**src/rtl/bzcc_consts.svh**
```systemverilog
`ifndef BZCC_CONSTS_SVH
`define BZCC_CONSTS_SVH

`define BZCC_CLK_MHZ       40
`define BZCC_ALIGN_US      1000
`define BZCC_ALIGN_CYC     (`BZCC_ALIGN_US * `BZCC_CLK_MHZ)
`define BZCC_MAX_PCT       95
`define BZCC_PCT_FULL      100
`define BZCC_ADV_NUM       2
`define BZCC_ADV_DEN       5
`define BZCC_AVG_DEPTH     8
`define BZCC_AVG_SHIFT     3
`define BZCC_OL_SAMPLES    3'h4
`define BZCC_SMP_LAST      2'h3
`define BZCC_BLANK_PERIODS 2'h2
`define BZCC_STEP_LAST     3'h5
`define BZCC_ALIGN_STEP    3'h4
`define BZCC_FIRST_STEP    3'h5
`define BZCC_PH_A          2'h0
`define BZCC_PH_B          2'h1
`define BZCC_PH_C          2'h2
`define BZCC_SEL_NEUTRAL   2'h3

`endif

```
**src/rtl/bzcc_pkg.sv**
```systemverilog
package bzcc_pkg;

  typedef enum logic [1:0] {
    ROTOR_ALIGN_STATE,
    OPEN_START_STATE,
    COMPARATOR_RUN_STATE
  } bzcc_mstate_t;

  typedef enum logic [1:0] {
    OS_IDLE,
    OS_DELAY,
    OS_OPEN
  } bzcc_os_t;

  typedef struct packed {
    logic [2:0] hs;
    logic [2:0] hs_n;
    logic [2:0] ls;
  } bzcc_drive_t;

  typedef struct packed {
    logic [1:0] pos_sel;
    logic [1:0] neg_sel;
  } bzcc_cmp_mux_t;

endpackage : bzcc_pkg

```
**src/rtl/bzcc_top.sv**
```systemverilog
`timescale 1ns/1ps
`default_nettype none
`include "bzcc_consts.svh"

module bzcc_top
  import bzcc_pkg::*;
#(
  parameter int W         = 16,
  parameter int ALIGN_CYC = `BZCC_ALIGN_CYC
) (
  input  wire logic          CLK_SYS_I,
  input  wire logic          ARST_N_I,
  input  wire logic          CE_I,
  input  wire logic          RUN_I,
  input  wire logic          RUN_SWITCH_I,
  input  wire logic          SPEED_ZERO_I,
  input  wire logic          MOTOR_RESET_EVENT_I,
  input  wire logic          DIR_I,
  input  wire logic          OVER_VOLT_I,
  input  wire logic          OVER_CUR_I,
  input  wire logic [W-1:0]  OVERSPEED_CNT_I,
  input  wire logic [2:0]    PWM_I,
  input  wire logic [2:0]    PWM_N_I,
  input  wire logic          CARRIER_I,
  input  wire logic          DUTY_LOAD_I,
  input  wire logic [W-1:0]  DUTY_I,
  input  wire logic [W-1:0]  DEAD_TIME_I,
  input  wire logic [W-1:0]  WIN_DELAY_I,
  input  wire logic [W-1:0]  WIN_WIDTH_I,
  input  wire logic [W-1:0]  WIN_MIN_I,
  input  wire logic          CMP_RAW_I,
  input  wire logic [W-1:0]  ADVANCE_I,
  input  wire logic [W-1:0]  OL_PERIOD_I,
  input  wire logic [W-1:0]  SPEED_OK_I,
  input  wire logic          ADC_VALID_I,
  input  wire logic [W-1:0]  ADC_DATA_I,
  input  wire logic [W+1:0]  BAL_TOL_I,
  output bzcc_drive_t        DRIVE_O,
  output bzcc_cmp_mux_t      CMP_MUX_O,
  output logic [1:0]         TRIG_SEL_O,
  output logic               WINDOW_O,
  output logic               ADC_TRIG_O,
  output logic               GATED_CMP_O,
  output logic               ZERO_CROSS_O,
  output logic               COMMUTATE_O,
  output logic [2:0]         STEP_O,
  output bzcc_mstate_t       MSTATE_O,
  output logic               FAULT_O,
  output logic [W-1:0]       SPEED_CNT_O
);

  function automatic logic [1:0] hi_ph(input logic [2:0] s);
    case (s)
      3'h0, 3'h1: hi_ph = `BZCC_PH_A;
      3'h2, 3'h3: hi_ph = `BZCC_PH_B;
      default:    hi_ph = `BZCC_PH_C;
    endcase
  endfunction : hi_ph

  function automatic logic [1:0] lo_ph(input logic [2:0] s);
    case (s)
      3'h0, 3'h5: lo_ph = `BZCC_PH_B;
      3'h1, 3'h2: lo_ph = `BZCC_PH_C;
      default:    lo_ph = `BZCC_PH_A;
    endcase
  endfunction : lo_ph

  function automatic logic [1:0] fl_ph(input logic [2:0] s);
    case (s)
      3'h0, 3'h3: fl_ph = `BZCC_PH_C;
      3'h1, 3'h4: fl_ph = `BZCC_PH_B;
      default:    fl_ph = `BZCC_PH_A;
    endcase
  endfunction : fl_ph

  bzcc_mstate_t    mstate;
  bzcc_os_t        os_phase;
  logic [2:0]      step;
  logic [2:0]      next_step;
  logic [31:0]     align_cnt;
  logic [W-1:0]    ol_cnt;
  logic [W-1:0]    free_cnt;
  logic [W-1:0]    last_cap;
  logic [W-1:0]    delta;
  logic [W-1:0]    hist [`BZCC_AVG_DEPTH];
  logic [2:0]      hist_ptr;
  logic [W+2:0]    speed_sum;
  logic [W-1:0]    filt;
  logic [W-1:0]    win_delay;
  logic [W-1:0]    win_width;
  logic [W-1:0]    win_max;
  logic [W-1:0]    win_clamp;
  logic [W-1:0]    os_cnt;
  logic            pwm_prev;
  logic            pwm_cur;
  logic            os_trig;
  logic [W-1:0]    dly_cnt;
  logic            dly_run;
  logic [W-1:0]    dly_load;
  logic [W-1:0]    adv_lim;
  logic [1:0]      blank_cnt;
  logic            gated_d;
  logic            zc;
  logic [2:0]      smp_cnt;
  logic [1:0]      val_cnt;
  logic [W+1:0]    acc;
  logic [W+1:0]    rise_sum;
  logic [W+1:0]    fall_sum;
  logic            rise_ok;
  logic            fall_ok;
  logic            balanced;
  logic            rising;
  logic            ol_expire;
  logic            dly_expire;
  logic            align_done;
  logic            comm;
  logic            stop_event;
  logic            fault_event;
  logic            abort;

  assign stop_event  = (mstate != ROTOR_ALIGN_STATE) && (!RUN_SWITCH_I || SPEED_ZERO_I);
  assign fault_event = OVER_VOLT_I || (OVER_CUR_I && mstate != ROTOR_ALIGN_STATE) ||
                       (OVERSPEED_CNT_I != '0 && filt != '0 && filt < OVERSPEED_CNT_I);
  assign abort       = MOTOR_RESET_EVENT_I || stop_event || fault_event;
  assign align_done  = mstate == ROTOR_ALIGN_STATE && RUN_I && !FAULT_O && !abort &&
                       align_cnt == 32'(ALIGN_CYC - 1);
  assign ol_expire   = mstate == OPEN_START_STATE && ol_cnt >= OL_PERIOD_I;
  assign dly_expire  = dly_run && dly_cnt == '0;
  assign comm        = !abort && (align_done || ol_expire ||
                       (mstate == COMPARATOR_RUN_STATE && dly_expire));
  assign rising      = step[0] == DIR_I;

  always_comb begin
    if (DIR_I) begin
      next_step = (step == `BZCC_STEP_LAST) ? 3'h0 : step + 3'h1;
    end else begin
      next_step = (step == 3'h0) ? `BZCC_STEP_LAST : step - 3'h1;
    end
  end

  always_ff @(posedge CLK_SYS_I or negedge ARST_N_I) begin
    if (!ARST_N_I) begin
      mstate <= ROTOR_ALIGN_STATE;
    end else if (CE_I) begin
      if (abort) begin
        mstate <= ROTOR_ALIGN_STATE;
      end else begin
        case (mstate)
          ROTOR_ALIGN_STATE: if (align_done) mstate <= OPEN_START_STATE;
          OPEN_START_STATE: begin
            if (ol_expire && balanced && filt != '0 && filt <= SPEED_OK_I) begin
              mstate <= COMPARATOR_RUN_STATE;
            end
          end
          COMPARATOR_RUN_STATE: mstate <= COMPARATOR_RUN_STATE;
          default: mstate <= ROTOR_ALIGN_STATE;
        endcase
      end
    end
  end

  // Alignment timer and the open-loop profile step timer.
  always_ff @(posedge CLK_SYS_I or negedge ARST_N_I) begin
    if (!ARST_N_I) begin
      align_cnt <= '0;
      ol_cnt    <= '0;
    end else if (CE_I) begin
      align_cnt <= (mstate == ROTOR_ALIGN_STATE && RUN_I && !FAULT_O && !align_done) ?
                   align_cnt + 32'h1 : '0;
      ol_cnt    <= (comm || mstate != OPEN_START_STATE) ? '0 : ol_cnt + 1'b1;
    end
  end

  always_ff @(posedge CLK_SYS_I or negedge ARST_N_I) begin
    if (!ARST_N_I) begin
      step <= `BZCC_ALIGN_STEP;
    end else if (CE_I) begin
      if (abort) begin
        step <= `BZCC_ALIGN_STEP;
      end else if (align_done) begin
        step <= `BZCC_FIRST_STEP;
      end else if (comm) begin
        step <= next_step;
      end
    end
  end

  // Fault is sticky until a reset event; a new fault in that cycle wins.
  always_ff @(posedge CLK_SYS_I or negedge ARST_N_I) begin
    if (!ARST_N_I) begin
      FAULT_O <= 1'b0;
    end else if (CE_I) begin
      FAULT_O <= fault_event || (FAULT_O && !MOTOR_RESET_EVENT_I);
    end
  end

  // Drive, muxes and trigger select follow the step register.
  always_ff @(posedge CLK_SYS_I or negedge ARST_N_I) begin
    if (!ARST_N_I) begin
      DRIVE_O    <= '0;
      CMP_MUX_O  <= '0;
      TRIG_SEL_O <= '0;
    end else if (CE_I) begin
      DRIVE_O <= '0;
      if (mstate != ROTOR_ALIGN_STATE || (RUN_I && !FAULT_O)) begin
        DRIVE_O.hs[hi_ph(step)]   <= PWM_I[hi_ph(step)];
        DRIVE_O.hs_n[hi_ph(step)] <= PWM_N_I[hi_ph(step)];
        DRIVE_O.ls[lo_ph(step)]   <= 1'b1;
      end
      TRIG_SEL_O        <= hi_ph(step);
      CMP_MUX_O.pos_sel <= rising ? fl_ph(step) : `BZCC_SEL_NEUTRAL;
      CMP_MUX_O.neg_sel <= rising ? `BZCC_SEL_NEUTRAL : fl_ph(step);
    end
  end

  // Window timing set is reloaded with every new duty.
  always_comb begin
    win_max   = W'(((2*W)'(DUTY_I) * (2*W)'(`BZCC_MAX_PCT)) / (2*W)'(`BZCC_PCT_FULL));
    win_max   = (win_max > DEAD_TIME_I) ? win_max - DEAD_TIME_I : '0;
    win_clamp = (WIN_WIDTH_I < WIN_MIN_I) ? WIN_MIN_I : WIN_WIDTH_I;
    win_clamp = (win_clamp > win_max) ? win_max : win_clamp;
  end

  always_ff @(posedge CLK_SYS_I or negedge ARST_N_I) begin
    if (!ARST_N_I) begin
      win_delay <= '0;
      win_width <= '0;
    end else if (CE_I && DUTY_LOAD_I) begin
      win_delay <= WIN_DELAY_I;
      win_width <= win_clamp;
    end
  end

  assign pwm_cur = PWM_I[TRIG_SEL_O];
  assign os_trig = pwm_cur && !pwm_prev;

  always_ff @(posedge CLK_SYS_I or negedge ARST_N_I) begin
    if (!ARST_N_I) begin
      pwm_prev <= 1'b0;
      os_phase <= OS_IDLE;
      os_cnt   <= '0;
    end else if (CE_I) begin
      pwm_prev <= pwm_cur;
      if (os_trig) begin
        os_phase <= OS_DELAY;
        os_cnt   <= win_delay;
      end else begin
        case (os_phase)
          OS_DELAY: begin
            os_phase <= (os_cnt == '0) ? OS_OPEN : OS_DELAY;
            os_cnt   <= (os_cnt == '0) ? win_width : os_cnt - 1'b1;
          end
          OS_OPEN: begin
            os_phase <= (os_cnt == '0) ? OS_IDLE : OS_OPEN;
            os_cnt   <= (os_cnt == '0) ? '0 : os_cnt - 1'b1;
          end
          default: os_phase <= OS_IDLE;
        endcase
      end
    end
  end

  assign WINDOW_O = os_phase == OS_OPEN;

  // Gated comparator and zero-cross edge, blanked after commutation.
  assign zc = GATED_CMP_O && !gated_d && blank_cnt == '0 && !dly_run &&
              mstate == COMPARATOR_RUN_STATE;

  always_ff @(posedge CLK_SYS_I or negedge ARST_N_I) begin
    if (!ARST_N_I) begin
      GATED_CMP_O  <= 1'b0;
      gated_d      <= 1'b0;
      ZERO_CROSS_O <= 1'b0;
      COMMUTATE_O  <= 1'b0;
      blank_cnt    <= '0;
    end else if (CE_I) begin
      GATED_CMP_O  <= CMP_RAW_I && WINDOW_O;
      gated_d      <= GATED_CMP_O;
      ZERO_CROSS_O <= zc;
      COMMUTATE_O  <= comm;
      if (comm) begin
        blank_cnt <= `BZCC_BLANK_PERIODS;
      end else if (CARRIER_I && blank_cnt != '0) begin
        blank_cnt <= blank_cnt - 2'h1;
      end
    end
  end

  // Commutation delay: half a step is 30 degrees, less a limited advance.
  always_comb begin
    adv_lim  = W'(({2'b00, filt} * (W+2)'(`BZCC_ADV_NUM)) / (W+2)'(`BZCC_ADV_DEN));
    dly_load = filt >> 1;
    dly_load = dly_load - ((ADVANCE_I < adv_lim) ? ADVANCE_I : adv_lim);
  end

  always_ff @(posedge CLK_SYS_I or negedge ARST_N_I) begin
    if (!ARST_N_I) begin
      dly_cnt <= '0;
      dly_run <= 1'b0;
    end else if (CE_I) begin
      if (abort || comm) begin
        dly_run <= 1'b0;
      end else if (zc) begin
        dly_cnt <= dly_load;
        dly_run <= 1'b1;
      end else if (dly_run) begin
        dly_cnt <= dly_cnt - 1'b1;
      end
    end
  end

  // Free-running capture and the 8-deep moving average.
  assign delta = free_cnt - last_cap;
  assign filt  = W'(speed_sum >> `BZCC_AVG_SHIFT);

  always_ff @(posedge CLK_SYS_I or negedge ARST_N_I) begin
    if (!ARST_N_I) begin
      free_cnt  <= '0;
      last_cap  <= '0;
      hist_ptr  <= '0;
      speed_sum <= '0;
      SPEED_CNT_O <= '0;
      for (int i = 0; i < `BZCC_AVG_DEPTH; i++) hist[i] <= '0;
    end else if (CE_I) begin
      free_cnt    <= free_cnt + 1'b1;
      SPEED_CNT_O <= filt;
      if (comm) begin
        last_cap       <= free_cnt;
        hist[hist_ptr] <= delta;
        hist_ptr       <= hist_ptr + 3'h1;
        speed_sum      <= speed_sum + (W+3)'(delta) - (W+3)'(hist[hist_ptr]);
      end
    end
  end

  // Open-loop converter triggers and rising/falling balance.
  always_ff @(posedge CLK_SYS_I or negedge ARST_N_I) begin
    if (!ARST_N_I) begin
      ADC_TRIG_O <= 1'b0;
      smp_cnt    <= '0;
    end else if (CE_I) begin
      ADC_TRIG_O <= 1'b0;
      if (comm) begin
        smp_cnt <= '0;
      end else if (mstate == OPEN_START_STATE && os_phase == OS_DELAY && os_cnt == '0 &&
                   ol_cnt >= (OL_PERIOD_I >> 2) + (OL_PERIOD_I >> 3) &&
                   smp_cnt < `BZCC_OL_SAMPLES) begin
        ADC_TRIG_O <= 1'b1;
        smp_cnt    <= smp_cnt + 3'h1;
      end
    end
  end

  always_ff @(posedge CLK_SYS_I or negedge ARST_N_I) begin
    if (!ARST_N_I) begin
      acc      <= '0;
      val_cnt  <= '0;
      rise_sum <= '0;
      fall_sum <= '0;
      rise_ok  <= 1'b0;
      fall_ok  <= 1'b0;
    end else if (CE_I) begin
      if (mstate != OPEN_START_STATE) begin
        rise_ok <= 1'b0;
        fall_ok <= 1'b0;
      end
      if (comm) begin
        acc     <= '0;
        val_cnt <= '0;
      end else if (ADC_VALID_I && mstate == OPEN_START_STATE) begin
        acc     <= (val_cnt == `BZCC_SMP_LAST) ? '0 : acc + (W+2)'(ADC_DATA_I);
        val_cnt <= val_cnt + 2'h1;
        if (val_cnt == `BZCC_SMP_LAST && rising) begin
          rise_sum <= acc + (W+2)'(ADC_DATA_I);
          rise_ok  <= 1'b1;
        end
        if (val_cnt == `BZCC_SMP_LAST && !rising) begin
          fall_sum <= acc + (W+2)'(ADC_DATA_I);
          fall_ok  <= 1'b1;
        end
      end
    end
  end

  assign balanced = rise_ok && fall_ok && ((rise_sum > fall_sum) ?
                    (rise_sum - fall_sum) : (fall_sum - rise_sum)) <= BAL_TOL_I;
  assign STEP_O   = step;
  assign MSTATE_O = mstate;
endmodule : bzcc_top

`default_nettype wire

```
**config.mk**
```make
export PLATFORM = sky130hd
export DESIGN_NAME = bzcc_top
export DESIGN_NICKNAME = d
export VERILOG_FILES = /design/src/rtl/bzcc_pkg.sv /design/src/rtl/bzcc_top.sv
export VERILOG_INCLUDE_DIRS = /design/src /design/src/rtl
export SDC_FILE = /design/constraint.sdc
export NUM_CORES = 2
export LEC_CHECK = 0
export ABC_AREA = 0
export BUFFER_PORTS_ARGS = -buffer_cell sky130_fd_sc_hd__buf_2
export CAP_MARGIN = 15
export CORE_AREA = 2 2 345 261
export DETAILED_ROUTE_END_ITERATION = 6
export DIE_AREA = 0 0 347 263
export GPL_TIMING_DRIVEN = 0
export PLACE_DENSITY = 0.69
export SKIP_LAST_GASP = 1
export SLEW_MARGIN = 25
export SYNTH_ARGS = -nofsm -noshare
export SYNTH_HDL_FRONTEND = slang
export SYNTH_SLANG_ARGS = --single-unit
```
**constraint.sdc**
```tcl
create_clock -name CLK_SYS_I -period 14 [get_ports CLK_SYS_I]
set_clock_uncertainty 0.1 [all_clocks]
set_input_delay 2.1 -clock CLK_SYS_I [delete_from_list [all_inputs] [get_ports CLK_SYS_I]]
set_output_delay 2.1 -clock CLK_SYS_I [all_outputs]
set_load 0.02 [all_outputs]
```
==> metrics <==
Slew Limit Headroom 0.260; largest net degree at the start of global routing 85; Crit path top cell by count a21oi_2; vias in the first global route 36800; Syn Nets 5217; flops & latches, synth 403; Util after Layout 0.566; Post-CTS Hold Buffers 0; register clock-pin slew on the reported worst setup and hold paths 0.06 ns; Worst setup SP type input port; Wirelength per Cell 19.7 um; unrepaired setup endpoints after global routing true; Max stage delay cell, worst path fa_1; Post-synth EDFFs 0; CP Class input port to register; gr usage total 0.260; sequential area share after synthesis 0.257; Placeable Area 0.0876 mm2; dpl ws -7.77 ns; Routed WL 126000 um; initial antenna violation count 6; critical-path maximum fanout 8; Avg Inst Size Synth 8.52 um2; CP top delay family compound AO/OA/AOI/OAI gates; die area 0.0913 mm2; CTS max path bufs 3; nets 5803; crit path time final 19.51 ns; Buf/Inv on CP 14; crit-path max cell delay 0.56 ns; max-slew violations 0; root buffer cell clkbuf_16; Initial DRT Pass Iterations 7; critical path capture point type register; DRC viols 10; I/O pins 240; area post-placement 0.0428 mm2; Setup TNS -95.40 ns; final setup violation count 27; CTS H-tree depth 2; Synth-to-Final Area Change 26.3%; gr ovfl total 0; Die Ht 263 um; fmax 51.3 MHz; failing checks DRC, setup timing; First DRT Iteration DRCs 3571; global-route wire length before repair 196000 um; Design Area, Final 0.0496 mm2; HPWL Detailed 88700 um; via-per-instance ratio 6.01; R2R setup slack -1.51 ns; Final WS setup -5.51 ns; fraction of registers with async set/reset 1.00; Hold Fails Final Rpt 0; ys flop type dfrtp_1; CTS tree built; Initial Util 0.449; final period utilization 1.39; Syn Std Cell Area 0.0393 mm2; layout cells sized above 1 0.274; synth unique cells 134; gpl congestion 0.942; row cnt 94; clk sinks 403; CTS Buf Count 45; Arrival @ worst endpoint 19.85 ns; Synth warnings 0; Max Cap Viol 0; Worst Tran Pin Value 1.11 ns; status finished, violations left; Die Wd 347 um; later-pin clock latency in the skew report 0.59 ns; Antenna Nets Post-Route 0; via count 38400; synthesized instance count 4614; Worst EP required 14.34 ns; HP Class register to register; Buffers on Ports 239
-- timing repair --
item,4_1_cts,5_1_grt
gates resized for setup,433,180
pin swaps,231,162
gates cloned,6,1
setup buffers,232,77
setup endpoints to repair,32,30
-- final cells by class --
class,count,area (um2)
diodes,2,5.00
repair buffers,556,3850
inverters,391,1520
multi-input cells,3640,30300
clock buffers,61,1280
well taps,1152,1440
plain buffers,163,875
clock inverters,14,230
fillers,7628,38000
flip-flops and latches,403,10100
-- placed cells by master (no fill, tap or decap), types with 149 or more instances in the layout --
cell type	Yosys	layout
mux2_2	174	172
o21ai_0	328	257
nand2_1	440	412
dfrtp_1	402	388
buf_4	6	300
nor2_1	285	263
inv_1	375	364
a21oi_1	338	282
xnor2_1	171	149
ha_1	328	307
buf_2	18	233
-- stage by stage --
| stage | cells | hold slack, ns |
|---|---|---|
| 2_1_floorplan | 4614 | 0.345 |
| 3_5_place_dp | 6010 | 0.365 |
| 5_1_grt | 6382 | 0.408 |
| 4_1_cts | 6308 | 0.378 |
| 3_3_place_gp | 6005 | 0.357 |
| 6_report | 6382 | 0.378 |
-- final timing paths --
path                              start             to  cells past startpoint
max                          DUTY_I[13]  win_width[11]                     89
min                            hist[48]       hist[48]                      2
max reg2reg                speed_sum[6]    dly_cnt[15]                     73
min reg2reg                    hist[48]       hist[48]                      2
max in group asynchronous      ARST_N_I   fall_sum[16]                      4
min in group asynchronous      ARST_N_I       hist[22]                      1
-- cells in the mapped netlist, types with 14 or more instances --
cell type / n / area share
inv_1: 375 / 0.036
nand3_1: 90 / 0.011
buf_1: 16 / 0.0015
a211oi_1: 49 / 0.0094
nand2_1: 440 / 0.042
nand4_1: 62 / 0.0099
nand2b_1: 49 / 0.0078
a311oi_1: 14 / 0.0031
and3_1: 35 / 0.0056
mux4_2: 32 / 0.018
o31ai_1: 29 / 0.0055
or3_1: 40 / 0.0064
mux2_2: 174 / 0.050
o22ai_1: 40 / 0.0064
o21ai_0: 328 / 0.042
and2_1: 40 / 0.0064
o211ai_1: 42 / 0.0080
o21ai_1: 23 / 0.0029
dfrtp_1: 402 / 0.26
o21a_1: 28 / 0.0053
xnor2_1: 171 / 0.038
o21bai_1: 57 / 0.011
clkbuf_1: 138 / 0.013
a22o_1: 24 / 0.0053
ha_1: 328 / 0.10
a31oi_1: 40 / 0.0064
fa_1: 77 / 0.039
nor2_1: 285 / 0.027
a21o_1: 83 / 0.016
a21oi_1: 338 / 0.043
buf_2: 18 / 0.0023
o31a_1: 16 / 0.0036
or2_2: 28 / 0.0045
xor2_1: 88 / 0.020
nor2b_1: 53 / 0.0084
nor4_1: 48 / 0.0076
mux2i_1: 44 / 0.011
nor3_1: 81 / 0.010
o211a_1: 17 / 0.0043
a211o_1: 27 / 0.0060
a22oi_1: 17 / 0.0032
-- per-layer routing --
metal / vias to the layer above / track usage / routed length [um]
met5: - / 0 / 23
met4: 4 / 0.0699 / 3630
met3: 291 / 0.0378 / 9020
met2: 1543 / 0.398 / 55400
met1: 18600 / 0.380 / 57500
li1: 17900 / - / -
-- tightest hold or removal path, stage by stage, from the launching register on --
cell,delay (ns)
dfrtp_1,0.34
nand2_1,0.04
o21ai_0,0.06
-- flip-flops by register name, summed over array words and instances (netlist names), 18 cells and up --
signal	cells
speed_sum	19
acc	18
fall_sum	18
align_cnt	32
rise_sum	18
hist	128
-- cells by family (layout without fill, tap and decap cells) --
group / after synthesis / count (layout) / synth area share
AO/OA/AOI/OAI: 1373 / 1373 / 0.232
AND/OR/NAND/NOR: 1333 / 1334 / 0.167
buffers and inverters: 572 / 1185 / 0.0565
adder cells (fa/ha/maj): 415 / 415 / 0.146
flip-flops: 403 / 403 / 0.257
XOR/XNOR: 264 / 264 / 0.0604
multiplexers: 254 / 254 / 0.0809
other: 0 / 2 / 0
Power is left out: the tool's default activity adds up to more than one toggle a clock period on the data nets, which glitch-free logic cannot reach.
